## src/mdc_regs.svh

```systemverilog
// Offsets, field positions, reset values and timing counts of the drive
// system configuration block. Assumes a 20 MHz aclk.
`ifndef MDC_REGS_SVH
`define MDC_REGS_SVH

// ==========================================================================
// Register map
`define MDC_CFG_ADDR 8'ha8
`define MDC_STAT_ADDR 8'hb0
`define MDC_MASK_ADDR 8'hb4
`define MDC_INFO_ADDR 8'hb8
`define MDC_CFG_RST 32'h0000_0000
`define MDC_RESP_OKAY 2'h0
`define MDC_RESP_SLVERR 2'h2

// ==========================================================================
// Configuration fields
`define MDC_MAXF_HI 30
`define MDC_MAXF_LO 16
`define MDC_SLP_HI 15
`define MDC_SLP_LO 14
`define MDC_CUR_AUTO 13
`define MDC_VOLT_AUTO 12
`define MDC_LP_SEL 11
`define MDC_DITH_HI 10
`define MDC_DITH_LO 9
`define MDC_XCLK_ON 8
`define MDC_XRATE_HI 7
`define MDC_XRATE_LO 5
`define MDC_WDT_ON 4
`define MDC_WINT_HI 3
`define MDC_WINT_LO 2
`define MDC_WSRC 1
`define MDC_WACT 0

// ==========================================================================
// Timing
`define MDC_CLK_HZ 20000000
`define MDC_US_CYC(t) ((t) * (`MDC_CLK_HZ / 1000000))
`define MDC_MS_CYC(t) ((t) * (`MDC_CLK_HZ / 1000))
`define MDC_SLP0_US 50
`define MDC_SLP1_US 200
`define MDC_SLP2_US 20000
`define MDC_SLP3_US 200000
`define MDC_WG0_MS 100
`define MDC_WG1_MS 200
`define MDC_WG2_MS 500
`define MDC_WG3_MS 1000
`define MDC_WI0_MS 1000
`define MDC_WI1_MS 2000
`define MDC_WI2_MS 5000
`define MDC_WI3_MS 10000
`define MDC_XCLK_BASE_HZ 8000
`define MDC_XCLK_BASE_CYC (`MDC_CLK_HZ / `MDC_XCLK_BASE_HZ)
`define MDC_DUTY_FULL 16'h8000

`endif

```

## src/mdc_pkg.sv

```systemverilog
// Types shared by the drive system configuration block.
// Assumes nothing beyond the constants header.
`default_nettype none

package mdc_pkg;
  typedef enum logic {DIV_IDLE = 1'b0, DIV_RUN = 1'b1} mdc_div_e;
  typedef logic [3:0][21:0] mdc_slp_tab_t;
  typedef logic [3:0][27:0] mdc_wdt_tab_t;

  typedef struct packed {
    logic aw_rdy;
    logic w_rdy;
    logic ar_rdy;
    logic have_aw;
    logic have_w;
    logic bvalid;
    logic rvalid;
    logic [1:0] bresp;
    logic [1:0] rresp;
    logic [7:0] awaddr;
    logic [31:0] wdata;
    logic [3:0] wstrb;
    logic [31:0] rdata;
    logic [31:0] cfg;
    logic [2:0] stat;
    logic [2:0] mask;
    logic irq;
    logic standby;
    logic sleep;
    logic hiz;
    mdc_div_e div;
    logic [3:0] dcnt;
    logic [15:0] rem;
    logic [14:0] quo;
    logic [15:0] duty;
    logic [1:0] cgain;
    logic [1:0] vgain;
    logic [6:0] dither;
    logic xon;
    logic [11:0] xper;
    logic xprev;
    logic [12:0] xcnt;
    logic xmiss;
  } mdc_top_s;

  typedef struct packed {
    logic [21:0] cnt;
    logic done;
    logic enter;
  } mdc_slp_s;

  typedef struct packed {
    logic [27:0] cnt;
    logic gpio_q;
    logic fault;
    logic hiz;
  } mdc_wdt_s;
endpackage

`default_nettype wire

```

## src/mdc_ctl_if.sv

```systemverilog
// Control and result signals between the top and its two timers.
// The top drives every configuration field from its register.
`default_nettype none

interface mdc_ctl_if;
  logic speed_low;
  logic [1:0] slp_sel;
  logic slp_enter;
  logic wdt_on;
  logic [1:0] wdt_int;
  logic wdt_src;
  logic wdt_act;
  logic tickle_gpio;
  logic tickle_i2c;
  logic wdt_fault;
  logic wdt_hiz;

  modport top (output speed_low, slp_sel, wdt_on, wdt_int, wdt_src,
    wdt_act, tickle_gpio, tickle_i2c, input slp_enter, wdt_fault, wdt_hiz);
  modport slp (input speed_low, slp_sel, output slp_enter);
  modport wdt (input wdt_on, wdt_int, wdt_src, wdt_act, tickle_gpio,
    tickle_i2c, output wdt_fault, wdt_hiz);
endinterface

`default_nettype wire

```

## src/mdc_sleep.sv

```systemverilog
// Low-power entry timer: one pulse once the speed input has stayed low
// for the selected time. Assumes speed_low is synchronous to aclk.
`default_nettype none

module mdc_sleep #(
  parameter mdc_pkg::mdc_slp_tab_t SLEEP_CYC = '0
) (
  // Clock and reset
  input wire logic aclk,
  input wire logic aresetn,
  // Control
  mdc_ctl_if.slp ctl
);
  import mdc_pkg::*;

  mdc_slp_s r;
  mdc_slp_s n;

  // ========================================================================
  // Hold-low counter
  // One pulse per low stretch; a longer stretch does not re-trigger.
  always_comb
  begin
    n = r;
    n.enter = 1'b0;
    if (!ctl.speed_low)
    begin
      n.cnt = '0;
      n.done = 1'b0;
    end
    else if (!r.done)
    begin
      if (r.cnt >= SLEEP_CYC[ctl.slp_sel] - 22'd1)
      begin
        n.enter = 1'b1;
        n.done = 1'b1;
      end
      else
        n.cnt = r.cnt + 22'd1;
    end
  end

  always_ff @(posedge aclk)
  begin
    if (!aresetn)
      r <= '0;
    else
      r <= n;
  end

  assign ctl.slp_enter = r.enter;
endmodule

`default_nettype wire

```

## src/mdc_wdt.sv

```systemverilog
// Outside watchdog: restarted by a tickle from the pin or the serial bus,
// faults when the chosen interval runs out. Inputs are synchronous.
`default_nettype none

module mdc_wdt #(
  parameter mdc_pkg::mdc_wdt_tab_t GPIO_CYC = '0,
  parameter mdc_pkg::mdc_wdt_tab_t I2C_CYC = '0
) (
  // Clock and reset
  input wire logic aclk,
  input wire logic aresetn,
  // Control
  mdc_ctl_if.wdt ctl
);
  import mdc_pkg::*;

  mdc_wdt_s r;
  mdc_wdt_s n;
  logic tickle;
  logic [27:0] lim;

  // ========================================================================
  // Interval timer
  // The latched high-impedance state only ends when the watchdog is off.
  always_comb
  begin
    n = r;
    n.gpio_q = ctl.tickle_gpio;
    n.fault = 1'b0;
    tickle = ctl.wdt_src ? (ctl.tickle_gpio && !r.gpio_q)
      : ctl.tickle_i2c;
    lim = ctl.wdt_src ? GPIO_CYC[ctl.wdt_int]
      : I2C_CYC[ctl.wdt_int];
    if (!ctl.wdt_on)
    begin
      n.cnt = '0;
      n.hiz = 1'b0;
    end
    else if (tickle)
      n.cnt = '0;
    else if (r.cnt >= lim - 28'd1)
    begin
      n.cnt = '0;
      n.fault = 1'b1;
      n.hiz = r.hiz || ctl.wdt_act;
    end
    else
      n.cnt = r.cnt + 28'd1;
  end

  always_ff @(posedge aclk)
  begin
    if (!aresetn)
      r <= '0;
    else
      r <= n;
  end

  assign ctl.wdt_fault = r.fault;
  assign ctl.wdt_hiz = r.hiz;
endmodule

`default_nettype wire

```

## src/mdc_top.sv

```systemverilog
// Drive system configuration block: one configuration register behind an
// AXI4-Lite slave, with status, mask and state registers and an interrupt.
// Assumes all motor-side inputs are synchronous to aclk.
`include "mdc_regs.svh"
`default_nettype none

module mdc_top #(
  parameter mdc_pkg::mdc_slp_tab_t SLEEP_CYC = {
    22'(`MDC_US_CYC(`MDC_SLP3_US)), 22'(`MDC_US_CYC(`MDC_SLP2_US)),
    22'(`MDC_US_CYC(`MDC_SLP1_US)), 22'(`MDC_US_CYC(`MDC_SLP0_US))},
  parameter mdc_pkg::mdc_wdt_tab_t WDT_GPIO_CYC = {
    28'(`MDC_MS_CYC(`MDC_WG3_MS)), 28'(`MDC_MS_CYC(`MDC_WG2_MS)),
    28'(`MDC_MS_CYC(`MDC_WG1_MS)), 28'(`MDC_MS_CYC(`MDC_WG0_MS))},
  parameter mdc_pkg::mdc_wdt_tab_t WDT_I2C_CYC = {
    28'(`MDC_MS_CYC(`MDC_WI3_MS)), 28'(`MDC_MS_CYC(`MDC_WI2_MS)),
    28'(`MDC_MS_CYC(`MDC_WI1_MS)), 28'(`MDC_MS_CYC(`MDC_WI0_MS))}
) (
  // Clock and reset
  input wire logic aclk,
  input wire logic aresetn,
  // AXI4-Lite write channels
  input wire logic [7:0] awaddr,
  input wire logic awvalid,
  output logic awready,
  input wire logic [31:0] wdata,
  input wire logic [3:0] wstrb,
  input wire logic wvalid,
  output logic wready,
  output logic [1:0] bresp,
  output logic bvalid,
  input wire logic bready,
  // AXI4-Lite read channels
  input wire logic [7:0] araddr,
  input wire logic arvalid,
  output logic arready,
  output logic [31:0] rdata,
  output logic [1:0] rresp,
  output logic rvalid,
  input wire logic rready,
  // Speed input
  input wire logic speed_low,
  input wire logic [14:0] speed_freq,
  output logic [15:0] duty_cmd,
  // Measurement gains
  input wire logic [7:0] current_level,
  input wire logic [7:0] voltage_level,
  output logic [1:0] cur_gain,
  output logic [1:0] volt_gain,
  // PWM and clock reference
  output logic [6:0] dither_tenths,
  input wire logic ref_clk_in,
  output logic outside_clock_on,
  output logic [11:0] ref_period,
  // Watchdog tickles
  input wire logic tickle_gpio,
  input wire logic tickle_i2c,
  // Power state and interrupt
  output logic standby_on,
  output logic sleep_on,
  output logic outputs_hiz,
  output logic irq
);
  import mdc_pkg::*;

  mdc_top_s r;
  mdc_top_s n;
  mdc_ctl_if ctl ();
  logic [2:0] ev;
  logic [2:0] clr;
  logic [15:0] t;
  logic [14:0] maxf;

  // ========================================================================
  // Helpers

  // Byte-lane merge for every writable register.
  function automatic logic [31:0] merge(
    input logic [31:0] old,
    input logic [31:0] nw,
    input logic [3:0] strb
  );
    logic [31:0] res;
    res = old;
    for (int i = 0; i < 4; i++)
    begin
      if (strb[i])
        res[8*i +: 8] = nw[8*i +: 8];
    end
    return res;
  endfunction

  // Larger signal gets the lower gain code; fixed mode stays at code 0.
  function automatic logic [1:0] gain_pick(
    input logic [7:0] level,
    input logic auto_on
  );
    logic [1:0] g;
    g = 2'h0;
    if (auto_on)
    begin
      if (level[7:6] != 2'h0)
        g = 2'h0;
      else if (level[5:4] != 2'h0)
        g = 2'h1;
      else if (level[3:2] != 2'h0)
        g = 2'h2;
      else
        g = 2'h3;
    end
    return g;
  endfunction

  assign maxf = r.cfg[`MDC_MAXF_HI:`MDC_MAXF_LO];

  // ========================================================================
  // Next state
  always_comb
  begin
    n = r;
    ev = 3'h0;
    clr = 3'h0;
    t = {r.rem[14:0], 1'b0};

    // Write path: address and data may arrive in either order.
    if (awvalid && r.aw_rdy)
    begin
      n.have_aw = 1'b1;
      n.awaddr = awaddr;
    end
    if (wvalid && r.w_rdy)
    begin
      n.have_w = 1'b1;
      n.wdata = wdata;
      n.wstrb = wstrb;
    end
    if (r.bvalid && bready)
      n.bvalid = 1'b0;
    if (r.have_aw && r.have_w && !r.bvalid)
    begin
      n.have_aw = 1'b0;
      n.have_w = 1'b0;
      n.bvalid = 1'b1;
      n.bresp = `MDC_RESP_OKAY;
      if (r.awaddr == `MDC_CFG_ADDR)
        n.cfg = merge(r.cfg, r.wdata, r.wstrb);
      else if (r.awaddr == `MDC_MASK_ADDR)
        n.mask = 3'(merge({29'h0, r.mask}, r.wdata, r.wstrb));
      else if (r.awaddr != `MDC_STAT_ADDR && r.awaddr != `MDC_INFO_ADDR)
        n.bresp = `MDC_RESP_SLVERR;
    end
    n.aw_rdy = !n.have_aw && !n.bvalid;
    n.w_rdy = !n.have_w && !n.bvalid;

    // Read path: data is answered at the edge that takes the address.
    if (r.rvalid && rready)
      n.rvalid = 1'b0;
    if (arvalid && r.ar_rdy)
    begin
      n.rvalid = 1'b1;
      n.rresp = `MDC_RESP_OKAY;
      if (araddr == `MDC_CFG_ADDR)
        n.rdata = r.cfg;
      else if (araddr == `MDC_STAT_ADDR)
      begin
        n.rdata = {29'h0, r.stat};
        clr = r.stat;
      end
      else if (araddr == `MDC_MASK_ADDR)
        n.rdata = {29'h0, r.mask};
      else if (araddr == `MDC_INFO_ADDR)
        n.rdata = {12'h0, r.xmiss, r.hiz, r.sleep, r.standby, r.duty};
      else
      begin
        n.rdata = 32'h0000_0000;
        n.rresp = `MDC_RESP_SLVERR;
      end
    end
    n.ar_rdy = !n.rvalid;

    // Frequency to duty, one quotient bit per clock.
    case (r.div)
      DIV_IDLE:
      begin
        if (maxf == 15'h0)
          n.duty = 16'h0000;
        else if (speed_freq >= maxf)
          n.duty = `MDC_DUTY_FULL;
        else
        begin
          n.rem = {1'b0, speed_freq};
          n.quo = 15'h0;
          n.dcnt = 4'hf;
          n.div = DIV_RUN;
        end
      end
      DIV_RUN:
      begin
        if (t >= {1'b0, maxf})
        begin
          n.rem = t - {1'b0, maxf};
          n.quo = {r.quo[13:0], 1'b1};
        end
        else
        begin
          n.rem = t;
          n.quo = {r.quo[13:0], 1'b0};
        end
        n.dcnt = r.dcnt - 4'h1;
        if (r.dcnt == 4'h1)
        begin
          n.duty = {1'b0, n.quo};
          n.div = DIV_IDLE;
        end
      end
    endcase

    // Low-power state follows the entry pulse until the input rises.
    if (!speed_low)
    begin
      n.standby = 1'b0;
      n.sleep = 1'b0;
    end
    else if (ctl.slp_enter)
    begin
      ev[0] = 1'b1;
      if (r.cfg[`MDC_LP_SEL])
        n.sleep = 1'b1;
      else
        n.standby = 1'b1;
    end

    n.hiz = ctl.wdt_hiz;
    ev[1] = ctl.wdt_fault;

    n.cgain = gain_pick(current_level, r.cfg[`MDC_CUR_AUTO]);
    n.vgain = gain_pick(voltage_level, r.cfg[`MDC_VOLT_AUTO]);

    case (r.cfg[`MDC_DITH_HI:`MDC_DITH_LO])
      2'h1: n.dither = 7'd50;
      2'h2: n.dither = 7'd75;
      2'h3: n.dither = 7'd100;
      default: n.dither = 7'd0;
    endcase

    // Reference clock: expected period and a missing-edge watch at twice
    // that period, so a slow source is reported rather than silently used.
    n.xon = r.cfg[`MDC_XCLK_ON];
    n.xper = 12'(`MDC_XCLK_BASE_CYC >> r.cfg[`MDC_XRATE_HI:`MDC_XRATE_LO]);
    n.xprev = ref_clk_in;
    if (!r.cfg[`MDC_XCLK_ON] || (ref_clk_in && !r.xprev))
    begin
      n.xcnt = 13'h0;
      n.xmiss = 1'b0;
    end
    else if (!r.xmiss)
    begin
      if (r.xcnt > {r.xper, 1'b0})
      begin
        n.xmiss = 1'b1;
        ev[2] = 1'b1;
      end
      else
        n.xcnt = r.xcnt + 13'h1;
    end

    // A read clears what it returned; an event in the same cycle stays.
    n.stat = (r.stat & ~clr) | ev;
    n.irq = |(n.stat & n.mask);
  end

  always_ff @(posedge aclk)
  begin
    if (!aresetn)
      r <= '0;
    else
      r <= n;
  end

  // ========================================================================
  // Timers
  assign ctl.speed_low = speed_low;
  assign ctl.slp_sel = r.cfg[`MDC_SLP_HI:`MDC_SLP_LO];
  assign ctl.wdt_on = r.cfg[`MDC_WDT_ON];
  assign ctl.wdt_int = r.cfg[`MDC_WINT_HI:`MDC_WINT_LO];
  assign ctl.wdt_src = r.cfg[`MDC_WSRC];
  assign ctl.wdt_act = r.cfg[`MDC_WACT];
  assign ctl.tickle_gpio = tickle_gpio;
  assign ctl.tickle_i2c = tickle_i2c;

  mdc_sleep #(
    .SLEEP_CYC(SLEEP_CYC)
  ) u_sleep (
    .aclk(aclk),
    .aresetn(aresetn),
    .ctl(ctl.slp)
  );

  mdc_wdt #(
    .GPIO_CYC(WDT_GPIO_CYC),
    .I2C_CYC(WDT_I2C_CYC)
  ) u_wdt (
    .aclk(aclk),
    .aresetn(aresetn),
    .ctl(ctl.wdt)
  );

  // ========================================================================
  // Outputs
  assign awready = r.aw_rdy;
  assign wready = r.w_rdy;
  assign bresp = r.bresp;
  assign bvalid = r.bvalid;
  assign arready = r.ar_rdy;
  assign rdata = r.rdata;
  assign rresp = r.rresp;
  assign rvalid = r.rvalid;
  assign duty_cmd = r.duty;
  assign cur_gain = r.cgain;
  assign volt_gain = r.vgain;
  assign dither_tenths = r.dither;
  assign outside_clock_on = r.xon;
  assign ref_period = r.xper;
  assign standby_on = r.standby;
  assign sleep_on = r.sleep;
  assign outputs_hiz = r.hiz;
  assign irq = r.irq;
endmodule

`default_nettype wire

```

## config.mk

```make
export PLATFORM = sky130hd
export DESIGN_NAME = mdc_top
export DESIGN_NICKNAME = d
export VERILOG_FILES = /design/src/mdc_pkg.sv /design/src/mdc_ctl_if.sv /design/src/mdc_sleep.sv /design/src/mdc_wdt.sv /design/src/mdc_top.sv
export VERILOG_INCLUDE_DIRS = /design/src /design/src/src
export SDC_FILE = /design/constraint.sdc
export NUM_CORES = 1
export LEC_CHECK = 0
export BUFFER_PORTS_ARGS = -buffer_cell sky130_fd_sc_hd__buf_2
export CAP_MARGIN = 20
export CELL_PAD_IN_SITES_DETAIL_PLACEMENT = 0
export CELL_PAD_IN_SITES_GLOBAL_PLACEMENT = 1
export CORE_MARGIN = 1.5
export CORE_UTILIZATION = 39
export CTS_CLUSTER_DIAMETER = 80
export DETAILED_ROUTE_END_ITERATION = 10
export PLACE_DENSITY = 0.82
export SLEW_MARGIN = 40
export SYNTH_ARGS = -nofsm -noshare
export SYNTH_HDL_FRONTEND = slang
export SYNTH_SLANG_ARGS = --single-unit
```

## constraint.sdc

```tcl
create_clock -name aclk -period 2.6 [get_ports aclk]
set_input_delay 0.13 -clock aclk [delete_from_list [all_inputs] [get_ports aclk]]
set_output_delay 0.13 -clock aclk [all_outputs]
set_load 0.02 [all_outputs]
```

Word level (Yosys, flattened, before mapping)
Cells that the tools add are included.
{ "classes": {"n_addsub": 7, "order_cmp": 7, "n_eq_ne": 16, "shift": 1, "muxes": 54, "n_bitwise": 16, "n_reduce_logical": 51} }
{ "ops": {"columns": ["operator", "n"], "rows": [
  ["$bmux 28 s2", 2],
  ["$pmux 52 s2", 1],
  ["$mux 28", 3],
  ["$mux 36", 2],
  ["$mux 20", 3],
  ["$eq 8x8->1 const B", 6],
  ["$mux 16", 3],
  ["$bmux 22 s2", 1],
  ["$mux 32", 1],
  ["$mux 31", 1],
  ["$add 28x1->28 const B", 1],
  ["$ge 28x28->1", 1],
  ["$sub 28x1->28 const B", 1],
  ["$mux 3", 8],
  ["$add 22x1->22 const B", 1],
  ["$ge 22x22->1", 1],
  ["$mux 22", 1],
  ["$sub 22x1->22 const B", 1],
  ["$pmux 7 s3", 1],
  ["$mux 2", 10],
  ["$reduce_and 2->1", 9],
  ["$mux 1", 17],
  ["$ge 16x15->1", 1],
  ["$ne 8x8->1 const B", 2],
  ["other kinds (26)", 74]
]} }
{ "word_totals": {"ff_bits": 273, "inputBits": 94, "out_inout_bits": 85} }

Longest topological paths before layout
Gate-level depths: netlist (run 1).
{ "logic_depth": {"ltp_word": 9, "depth_mapped": 14, "mapped_depth_nobuf": 12} }

Hierarchy
A second synthesis (run 1) with hierarchy kept.
{ "unflattened": {"cells_unflattened": 1735, "hier_area_um2": 14518.9} }
{ "by_module_without_submodules": {"columns": ["mod", "n_inst", "cells_per_inst", "area_each_um2", "seq_area_each_um2"], "rows": [
  ["mdc_top", 1, 1278, 10548.9, 4304.1],
  ["mdc_wdt", 1, 260, 2373.5, 620.6],
  ["mdc_sleep", 1, 197, 1596.5, 480.5]
]} }

Worst setup path after synthesis (run 1)
OpenSTA, ideal clock, no wires.
{ "synth_timing": {"path_type": "flip-flop to flip-flop", "startpoint": "reg r, in the netlist ctl.wdt_int[0]", "endpoint": "reg u_wdt.r[20] (netlist bit)", "setup_time_ns": 0.128, "arrival_time_ns": 2.691, "slack_ns": -0.219, "stages_incl_launch_ff": 15, "path_buffers": 2, "synth_period_minus_slack_ns": 2.819, "cell_sequence": "dfxtp_1 clkbuf_1 inv_1 ha_1 nor3_1 xnor2_1 ha_1 and4_1 nand3_1 nor2_1 o2bb2ai_1 o22ai_1 nand3_1 clkbuf_1 nor2_1"} }
{ "synth_via": {"elab_chain_cells": 6, "word_cells_on_any_way": 8} }
{ "synth_rtl": {"columns": ["item", "line_no", "rtl"], "rows": [
  ["start: declaration", "mdc_top.sv:65", "mdc_top_s r;"],
  ["start signal: assignment", "mdc_top.sv:276", "r <= n;"],
  ["$bmux 28 s2 (on tied branches)", "mdc_wdt.sv:33, mdc_wdt.sv:32", null],
  ["$mux 28 (on tied branches)", "mdc_wdt.sv:33, mdc_wdt.sv:32", null],
  ["$mux 28 (*)", "mdc_wdt.sv:32", "lim = ctl.wdt_src ? GPIO_CYC[ctl.wdt_int]"],
  ["$sub 28x1->28 (*)", "mdc_wdt.sv:41", "else if (r.cnt >= lim - 28'd1)"],
  ["$ge 28x28->1 (*)", "mdc_wdt.sv:41", null],
  ["$reduce_or 4->1 (no line) (*)", null, null],
  ["end signal: assignment", "mdc_wdt.sv:56", "r <= n;"],
  ["end: declaration", "mdc_wdt.sv:17", "mdc_wdt_s r;"]
]} }
Mark *: on every way between the ends. The rest lies on a longest branch, timed or not. The select of a mux whose other input is x is not followed.
A chain may end at the register's enable or synchronous reset.

Final worst setup path (run 1)
{ "layout_timing": {"startpoint": "reg r, in the netlist ctl.slp_sel[1]", "endpoint": "reg u_sleep.r[18] (netlist bit)"} }
{ "layout_via": {"elab_chain_cells": 6} }
{ "layout_rtl": {"columns": ["item", "line_no", "rtl"], "rows": [
  ["$bmux 22 s2", "mdc_sleep.sv:33", "if (r.cnt >= SLEEP_CYC[ctl.slp_sel] - 22'd1)"],
  ["$mux 22 (implied by the code)", "mdc_sleep.sv:33", null],
  ["$sub 22x1->22", "mdc_sleep.sv:33", null],
  ["$ge 22x22->1", "mdc_sleep.sv:33", null],
  ["$not 1->1 (no line)", null, null],
  ["$reduce_and 2->1 (no line)", null, null],
  ["end signal: assignment", "mdc_sleep.sv:48", "r <= n;"],
  ["end: declaration", "mdc_sleep.sv:16", "mdc_slp_s r;"]
]} }
Every way passes these cells. The select of a mux whose other input is x is not followed.

==> results of run 1 <==
-- routing by layer --
| metal | share of wire (%) | track usage [%] |
|---|---|---|
| met1 | 44 | 27.3 |
| met2 | 46 | 33.7 |
| met3 | 6.9 | 3.75 |
| met4 | 3.7 | 7.78 |
| met5 | 0 | 0 |
-- worst min-delay path by stage --
stage | start | endpoint | slack, ns | cells past startpoint
6_report | speed_freq[6] | r[76] | 0.0006 | 3
5_1_grt | speed_freq[6] | r[76] | 0.001 | 3
4_1_cts | awvalid | r[208] | 0.007 | 4
3_5_place_dp | voltage_level[4] | volt_gain[1] | 0.32 | 2
3_3_place_gp | voltage_level[4] | volt_gain[1] | 0.31 | 2
2_1_floorplan | current_level[4] | cur_gain[1] | 0.21 | 1
-- critical path: stages, from the launching register on --
cell and delay [ns]:
dfxtp_4 0.36, inv_2 0.06, nand2_2 0.07, buf_6 0.12, ha_2 0.16, a21o_1 0.16
a21o_1 0.16, a21o_1 0.19, o31ai_4 0.28, a31oi_4 0.16, buf_6 0.17, or4_4 0.50
a21oi_2 0.13
-- kinds of logic (layout without fill, tap and decap cells) --
family,after synthesis,after routing,share of synthesized area (%)
DFF,270,270,38.9
muxes,43,43,3.15
xor gates and xnor gates,47,47,2.96
adders and majority gates,101,101,9.15
AOI/OAI and AO/OA,363,363,15.8
and+or+nand+nor,655,655,22.0
other,2,9,0.0541
buffers and inverters,207,449,7.90
-- synth_stat cells (4+ instances only) --
| master | number | area share [%] |
|---|---|---|
| and4_1 | 4 | 0.25 |
| o31ai_1 | 17 | 0.92 |
| or4_1 | 16 | 0.86 |
| or3_1 | 12 | 0.54 |
| nand3_1 | 58 | 2.1 |
| buf_4 | 79 | 4.3 |
| and3_1 | 18 | 0.81 |
| nor2_1 | 151 | 4.1 |
| nor2b_1 | 19 | 0.86 |
| nand2_1 | 253 | 6.8 |
| and2_1 | 25 | 1.1 |
| a21o_1 | 22 | 1.2 |
| ha_1 | 100 | 9.0 |
| nand4_1 | 21 | 0.95 |
| a21oi_1 | 200 | 7.2 |
| o211ai_1 | 6 | 0.32 |
| nor4_1 | 8 | 0.36 |
| xor2_1 | 30 | 1.9 |
| or2_2 | 7 | 0.32 |
| a31oi_1 | 9 | 0.41 |
| dfxtp_1 | 270 | 39 |
| buf_2 | 7 | 0.25 |
| a211oi_1 | 26 | 1.4 |
| inv_1 | 56 | 1.5 |
| nand2b_1 | 17 | 0.77 |
| nor3_1 | 23 | 0.83 |
| clkbuf_1 | 57 | 1.5 |
| o21ai_0 | 37 | 1.3 |
| buf_1 | 5 | 0.14 |
| mux2_2 | 6 | 0.49 |
| xnor2_1 | 17 | 1.1 |
| o21a_1 | 11 | 0.59 |
| nor3b_1 | 15 | 0.81 |
| mux2i_1 | 37 | 2.7 |
-- metrics by stage --
| step | hold slack (ns) | instances |
|---|---|---|
| 2_1_floorplan | 0.207 | 1691 |
| 3_3_place_gp | 0.312 | 2243 |
| 3_5_place_dp | 0.318 | 2243 |
| 4_1_cts | 0.00740 | 2373 |
| 5_1_grt | 0.00148 | 2391 |
| 6_report | 0.000623 | 2392 |
-- sequential cells by signal, indices dropped and copies added (netlist names), 2 cells and up --
register / flops
ctl.wdt_int: 2
r: 110
u_sleep.r: 23
volt_gain: 2
ctl.slp_sel: 2
duty_cmd: 16
u_wdt.r: 29
dither_tenths: 6
ref_period: 12
rdata: 32
maxf: 15
cur_gain: 2
-- power groups by stage --
| stage | sequential (W) | combinational (W) | clock [W] |
|---|---|---|---|
| after CTS | 0.00422 | 0.000465 | 0.00451 |
| after floorplan | 0.00431 | 0.000225 | 0 |
| final | 0.00422 | 0.000485 | 0.00442 |
| after global routing | 0.00423 | 0.000531 | 0.00470 |
| after detailed placement | 0.00432 | 0.000388 | 0 |
| after global placement | 0.00431 | 0.000383 | 0 |
-- layout make-up --
type / count / share of cell area (%)
multi-input combinational: 1214 / 44.9
sequential: 270 / 30.9
timing repair buffer: 336 / 13.7
clock buffer: 43 / 5.07
tap: 455 / 3.24
inverter: 57 / 1.24
clock inverter: 13 / 0.919
antenna: 4 / 0.0570
-- what timing repair did --
action	4_1_cts	5_1_grt
gates cloned	2	4
hold buffers	67	0
setup endpoints to repair	19	97
pin swaps	11	48
resized for setup	19	114
endpoints found under the hold margin	64	0
setup buffers	5	13
==> impl_metrics.json, run 1 <==
{
  "initial_utilization_pct": 39.9,
  "critical_path.max_fanout": 5,
  "max_clock_freq_mhz": 386,
  "cp-end-kind": "flip-flop",
  "p_clk_share_pct": 48.4,
  "grt_overflow": 0,
  "ff2ff_path_depth": 12,
  "relSlewSlack_pct": 49.1,
  "core_mm2": 0.0348,
  "drv_cap": 0,
  "track_usage_pct": 20.7,
  "ios": 179,
  "regToRegEndpoint": "u_sleep.r[18]",
  "grt_pass1_wl_um": 60800,
  "pwr-share-comb_pct": 5.3,
  "power_w": 0.00913,
  "internal_power_w": 0.00707,
  "wirelength_um": 39800,
  "route.detailed.drc": 0,
  "worst_pin_slew_ns": 0.761,
  "fin_skew_ns": 0.0254,
  "yosys_warnings": 0,
  "vias": 12600,
  "area_growth_pct": 26.4,
  "reg2reg_from": "ctl.slp_sel[1]",
  "hold_viol": 0,
  "ff_latch_area_mm2": 0.00543,
  "layout.cells.most_common": "dfxtp_1",
  "critPathLaunchType": "flip-flop",
  "h-tree-depth": 1,
  "finalSetupViolCount": 0,
  "grt_max_degree": 74,
  "clk_pin_slew_ns": 0.06,
  "grt_antenna_before_repair": 3,
  "rsz0062_at_grt": "yes",
  "p_sw_w": 0.00206,
  "first_pass_iters": 5,
  "drv_slew": 0,
  "fillerInstances": 3280,
  "r2r_slack_ns": 0.01,
  "synth.distinct_cells": 67,
  "dpl_cell_area_mm2": 0.0151,
  "finalCritPeriodShare_pct": 99.6,
  "worst_slack_ns": 0.0102,
  "netSwitchingFraction_pct": 22.5,
  "power_density_mw_per_mm2": 520,
  "portBuffers": 172,
  "antenna_left": 0,
  "grt_pass1_vias": 11800,
  "netlist_area_mm2": 0.0139,
  "drtIter0Drc": 885,
  "die_h_um": 192,
  "multi_input_area_mm2": 0.00788,
  "netlist_instances": 1688,
  "ys_ff_latch": 270,
  "die_w_um": 192,
  "p_leak_nw": 7.09,
  "syn_area_per_cell_um2": 8.23,
  "clock_sinks": 270,
  "fin_setup_tns_ns": 0,
  "rows": 68,
  "endpoint": "u_sleep.r[18]",
  "hpwl_um": 28500,
  "layout_common_cells": "256 x dfxtp_1, 252 x nand2_1, 187 x a21oi_1, 172 x buf_2, 142 x nor2_1",
  "criticalPathCategory": "reg2reg",
  "via_per_inst": 5.25,
  "clk_latency_ns": 0.57,
  "yosysSeqAreaShare_pct": 38.9,
  "cts_buffers": 30,
  "layout_min_cycle_time_ns": 2.59,
  "fin_nets": 2104,
  "cts_tree": "done",
  "crit_start": "ctl.slp_sel[1]",
  "cp.required_ns": 3.08,
  "dp_slack_ns": -0.0652,
  "synthFlopType": "dfxtp_1",
  "ys_async_sr_fraction_pct": 0,
  "synth-edff-count": 0,
  "wl_per_cell_um": 16.6,
  "hp-class": "in2reg",
  "fp.dieArea_mm2": 0.0367,
  "worstPathArrival_ns": 3.07,
  "peakVddDrop_mv": 0.620,
  "postLayoutCellArea_mm2": 0.0176,
  "outcome": "finished, final reports clean",
  "pwr-share-seq_pct": 46.3,
  "ctsRootBufferMaster": "clkbuf_16",
  "drive_gt1_share_pct": 23.0,
  "clock_path_buffers": 3,
  "fin_util_pct": 50.5,
  "gp_congestion": 0.891
}
(Power assumes the default switching activity.)
==> run 2, diff against run 1 <==
- CORE_UTILIZATION: 39 -> 44
- PLACE_DENSITY: 0.82 -> 0.87
- clock period: 2.6 -> 2.7 ns (I/O delays scaled with it)
==> run 2 against run 1 <==
The run now ends with hold timing, setup timing left. Sequential share of layout area grew 0.92 points. Sequential cell count is the same. Setup slack lost 0.018 ns. Worst hold slack lost 0.0070 ns. Critical path type unchanged.
==> impl_metrics.json, run 2 (synthesis results as in run 1) <==
{
  "outcome": "finished, violations left",
  "failed_checks": "hold timing, setup timing",
  "relSlewSlack_pct": 44.0,
  "fin_skew_ns": 0.0152,
  "die_w_um": 181,
  "largest_register": "r",
  "via_per_inst": 5.36,
  "critical_path.max_fanout": 8,
  "drive_gt1_share_pct": 19.4,
  "cts_tree": "done",
  "vias": 12300,
  "criticalPathCategory": "reg2reg",
  "layout.cells.most_common": "dfxtp_1",
  "rows": 64,
  "ff_latch_area_mm2": 0.00542,
  "wirelength_um": 37800,
  "cts_buffers": 29,
  "clock_sinks": 270,
  "route.detailed.drc": 0,
  "portBuffers": 172,
  "hpwl_um": 27100,
  "grt_pass1_wl_um": 60200,
  "fin_nets": 2079,
  "clock_path_buffers": 3,
  "power_density_mw_per_mm2": 512,
  "fin_hold_ws_ns": -0.00634,
  "grt_pass1_vias": 11800,
  "antenna_left": 0,
  "hold_viol": 1,
  "peakVddDrop_mv": 0.451,
  "drtIter0Drc": 768,
  "initial_utilization_pct": 45.0,
  "gp_congestion": 0.895,
  "critPathLaunchType": "flip-flop",
  "cp-end-kind": "flip-flop",
  "cp.required_ns": 3.18,
  "layout_common_cells": "262 x dfxtp_1, 252 x nand2_1, 192 x a21oi_1, 172 x buf_2, 150 x nor2_1",
  "layout_min_cycle_time_ns": 2.71,
  "clk_pin_slew_ns": 0.06,
  "p_sw_w": 0.00193,
  "dpl_cell_area_mm2": 0.0149,
  "area_growth_pct": 22.6,
  "h-tree-depth": 1,
  "die_h_um": 181,
  "worst_pin_slew_ns": 0.832,
  "p_leak_nw": 6.91,
  "first_pass_iters": 5,
  "core_mm2": 0.0308,
  "worstPathArrival_ns": 3.18,
  "max_clock_freq_mhz": 369,
  "rsz0062_at_grt": "yes",
  "pwr-share-comb_pct": 5.2,
  "internal_power_w": 0.00680,
  "fin_setup_tns_ns": -0.00831,
  "power_w": 0.00872,
  "grt_antenna_before_repair": 2,
  "fp.dieArea_mm2": 0.0326,
  "p_clk_share_pct": 48.2,
  "worst_slack_ns": -0.00831,
  "grt_max_degree": 75,
  "drv_cap": 0,
  "hp-class": "in2reg",
  "finalSetupViolCount": 1,
  "track_usage_pct": 22.5,
  "multi_input_area_mm2": 0.00767,
  "postLayoutCellArea_mm2": 0.0170,
  "wl_per_cell_um": 16.4,
  "fillerInstances": 2814,
  "largest_reg_flops": 110,
  "drv_slew": 0,
  "grt_overflow": 0,
  "netSwitchingFraction_pct": 22.1,
  "clk_latency_ns": 0.55,
  "pwr-share-seq_pct": 46.6,
  "ios": 179,
  "ctsRootBufferMaster": "clkbuf_16",
  "finalCritPeriodShare_pct": 100
}
-- run 2: cell count changes in the layout (fill, tap and decap cells not counted), sizes merged --
cell	previous run	this run
buf	266	247
clkbuf	46	41
clkinv	10	6
dlygate4sd3	67	63
bufinv	3	5
diode	4	2
-- run 2: worst max-delay path, stage by stage, from the launching register on --
cell     delay, ns
dfxtp_2       0.35
nor2_4        0.17
ha_4          0.22
a21o_1        0.18
a21o_1        0.18
a21o_1        0.20
o31ai_4       0.27
a31oi_4       0.15
buf_12        0.17
buf_8         0.12
or4_4         0.51
a21oi_2       0.13
-- run 2: what timing repair did --
item	CTS	global route
hold buffers	63	0
setup endpoints to repair	18	82
resized for setup	15	54
pin swaps	11	25
hold endpoints to repair	60	0
buffers inserted	1	7
gates cloned	2	2
-- run 2: power by group through the flow --
stage          Clock [W]  Sequential [W]  Combinational, W
2_1_floorplan          0         0.00415          0.000217
3_3_place_gp           0         0.00415          0.000363
3_5_place_dp           0         0.00415          0.000368
4_1_cts          0.00426         0.00406          0.000436
5_1_grt          0.00444         0.00407          0.000497
6_report         0.00420         0.00406          0.000454
-- run 2: cell type report --
| cell class | count | area share, % |
|---|---|---|
| Tap cell | 396 | 2.91 |
| Multi-Input combinational cell | 1214 | 45.1 |
| Inverter | 57 | 1.28 |
| Antenna cell | 2 | 0.0294 |
| Timing Repair Buffer | 312 | 13.0 |
| Clock inverter | 11 | 1.07 |
| Clock buffer | 39 | 4.78 |
| Sequential cell | 270 | 31.8 |
-- run 2: path summary, 6_finish.rpt --
kind              slack, ns      startpoint  cells after the start      endpoint
setup / recovery     -0.008  ctl.slp_sel[0]                     11  u_sleep.r[4]
hold / removal       -0.006   speed_freq[3]                      3         r[73]
setup reg to reg     -0.008  ctl.slp_sel[0]                     11  u_sleep.r[4]
hold reg to reg        0.45          r[193]                      2       maxf[8]
-- run 2: per-stage QoR --
stage / setup slack, ns / util (%) / std cells / hold WS [ns]
after floorplan: 0.0350 / - / 1691 / 0.212
after global placement: 0.00138 / 48.4 / 2174 / 0.317
after detailed placement: -0.124 / 48.4 / 2174 / 0.316
after CTS: 0.0000715 / 54.1 / 2290 / 0.00714
after global routing: -0.0921 / 55.2 / 2300 / 0.0333
final: -0.00831 / 55.2 / 2301 / -0.00634
-- run 2: metal layers --
metal | global-route usage (%) | vias up | wire (um) | part of all wire (%)
met5 | 0 | - | 0 | 0
met4 | 8.30 | 0 | 1430 | 3.8
met3 | 3.72 | 77 | 2470 | 6.5
met2 | 37.1 | 384 | 17100 | 45
met1 | 29.6 | 5716 | 16800 | 44
li1 | - | 6162 | - | -
==> run 3, diff against run 2 <==
- REMOVE_ABC_BUFFERS: not set -> 1
==> run 3 against run 2 <==
Critical endpoint is now u_sleep.r[17]. The run ends with setup timing left. Combinational power increased by 2%. First-iteration DRC count decreased by 9.0%. Final cell count increased by 0.30%. Non-clock buffer count increased by 2. Sequential cell count unchanged. Fmax decreased by 0.37%. Final area increased by 1.1%. Clock power increased by 6.9%. Power increased by 3.5%. Worst hold slack improved by 0.025 ns. Sequential power about the same. Critical path type unchanged. Setup slack got worse by 0.010 ns.
==> impl_metrics.json, run 3 (synthesis results as in run 1) <==
{
  "drv_cap": 0,
  "place_inst": 2165,
  "vias": 12500,
  "clk_latency_ns": 0.58,
  "hold_viol": 0,
  "r2r_slack_ns": -0.02,
  "die_w_um": 181,
  "criticalPathCategory": "reg2reg",
  "route.detailed.drc": 0,
  "gp_congestion": 0.887,
  "via_per_inst": 5.42,
  "drive_gt1_share_pct": 19.6,
  "layout_common_cells": "262 x dfxtp_1, 251 x nand2_1, 190 x a21oi_1, 172 x buf_2, 150 x nor2_1",
  "fin_skew_ns": 0.0267,
  "layout_min_cycle_time_ns": 2.72,
  "clock_sinks": 270,
  "clock_path_buffers": 3,
  "fin_nets": 2083,
  "rows": 64,
  "critPathLaunchType": "flip-flop",
  "h-tree-depth": 1,
  "finalCritPeriodShare_pct": 101,
  "grt_overflow": 0,
  "routed-wl-met2_um": 17900,
  "cp.required_ns": 3.17,
  "die_h_um": 181,
  "largest_reg_flops": 110,
  "clk_pin_slew_ns": 0.06,
  "core_mm2": 0.0308,
  "drtIter0Drc": 699,
  "hpwl_um": 26600,
  "grt_max_degree": 64,
  "grt_antenna_before_repair": 0,
  "p_leak_nw": 6.99,
  "portBuffers": 172,
  "first_pass_iters": 5,
  "cts_buffers": 31,
  "antenna_left": 0,
  "layout.cells.most_common": "dfxtp_1",
  "dp_slack_ns": -0.0294,
  "cts_tree": "done",
  "peakVddDrop_mv": 0.560,
  "finalNonFillerCells": 2308,
  "met1Wirelength_um": 17400,
  "power_density_mw_per_mm2": 524,
  "power_w": 0.00902,
  "track_usage_pct": 22.4,
  "fillerInstances": 2820,
  "max_clock_freq_mhz": 368,
  "worst_slack_ns": -0.0185,
  "hp-class": "in2reg",
  "failed_checks": "setup timing",
  "drv_slew": 0,
  "ios": 179,
  "finalSetupViolCount": 6,
  "insertedDiodeCount": 0,
  "outcome": "finished, violations left",
  "grt_pass1_wl_um": 59900,
  "postLayoutCellArea_mm2": 0.0172,
  "cp-end-kind": "flip-flop",
  "critical_path.max_fanout": 8,
  "relSlewSlack_pct": 53.6,
  "worst_pin_slew_ns": 0.694,
  "wirelength_um": 38600,
  "route.met3.wl_um": 2250,
  "dpl_cell_area_mm2": 0.0149,
  "area_growth_pct": 24.0,
  "initial_utilization_pct": 45.0,
  "ctsRootBufferMaster": "clkbuf_16",
  "largest_register": "r",
  "rsz0062_at_grt": "yes",
  "worstPathArrival_ns": 3.19,
  "fp.dieArea_mm2": 0.0326,
  "top_layer_used": "met4",
  "wl_per_cell_um": 16.7,
  "grt_pass1_vias": 11600
}
run 3: cell types whose count changed in the layout (fill, tap and decap cells not counted), sizes merged:
cell         before  now
inv              56   60
dlygate4sd3      63   69
clkinvlp          1    5
diode             2    0
buf             247  237
clkinv            6    9
bufbuf            0    2
run 3: layout make-up:
cell class | count | area (um2) | area share, %
Inverter | 57 | 216 | 1.26
Sequential cell | 270 | 5420 | 31.5
Multi-Input combinational cell | 1214 | 7650 | 44.5
Tap cell | 396 | 495 | 2.88
Clock inverter | 22 | 274 | 1.59
Clock buffer | 35 | 831 | 4.83
Timing Repair Buffer | 314 | 2330 | 13.5
run 3: per-stage QoR:
stage               util [%]  TNS (ns)  hold WS (ns)
detailed placement      48.2   -0.0780         0.318
finish                  55.8   -0.0638        0.0182
floorplan                  -    -51.92         0.212
global route            55.8     -1.57        0.0374
CTS                     54.3         0      0.000958
global placement        48.2         0         0.313
run 3: path summary, 6_finish.rpt:
kind,endpoint,cells past startpoint,start
max,u_sleep.r[17],11,ctl.slp_sel[1]
min,r[80],4,speed_freq[10]
max reg2reg,u_sleep.r[17],11,ctl.slp_sel[1]
min reg2reg,r[208],2,r[208]
run 3: repair_timing:
action	CTS	global route
hold buffers	69	0
resized for setup	4	59
pin swaps	4	42
setup endpoints to repair	13	88
cloned	2	6
endpoints found under the hold margin	66	0
buffers inserted	1	8
run 3: report_power, final:
| group | switching [W] | total (W) | internal [W] |
|---|---|---|---|
| clock | 0.00179 | 0.00449 | 0.00270 |
| combinational | 0.000264 | 0.000463 | 0.000199 |
| sequential | 0.0000323 | 0.00407 | 0.00403 |
| total | 0.00209 | 0.00902 | 0.00694 |
run 3: metal layers:
layer / up-vias / track usage, %
li1: 6181 / -
met1: 5906 / 29.8
met2: 346 / 37.4
met3: 66 / 3.58
met4: 0 / 6.55
met5: - / 0
run 3: worst max-delay path, cell delays in order (launching register included):
cell and delay (ns):
dfxtp_2 0.33, buf_6 0.12, nor2_4 0.10, ha_1 0.28, a21o_1 0.20, a21o_1 0.19
a21o_1 0.21, o31ai_4 0.21, a31oi_4 0.19, clkbuf_16 0.21, or4_1 0.46, a21oi_1 0.13
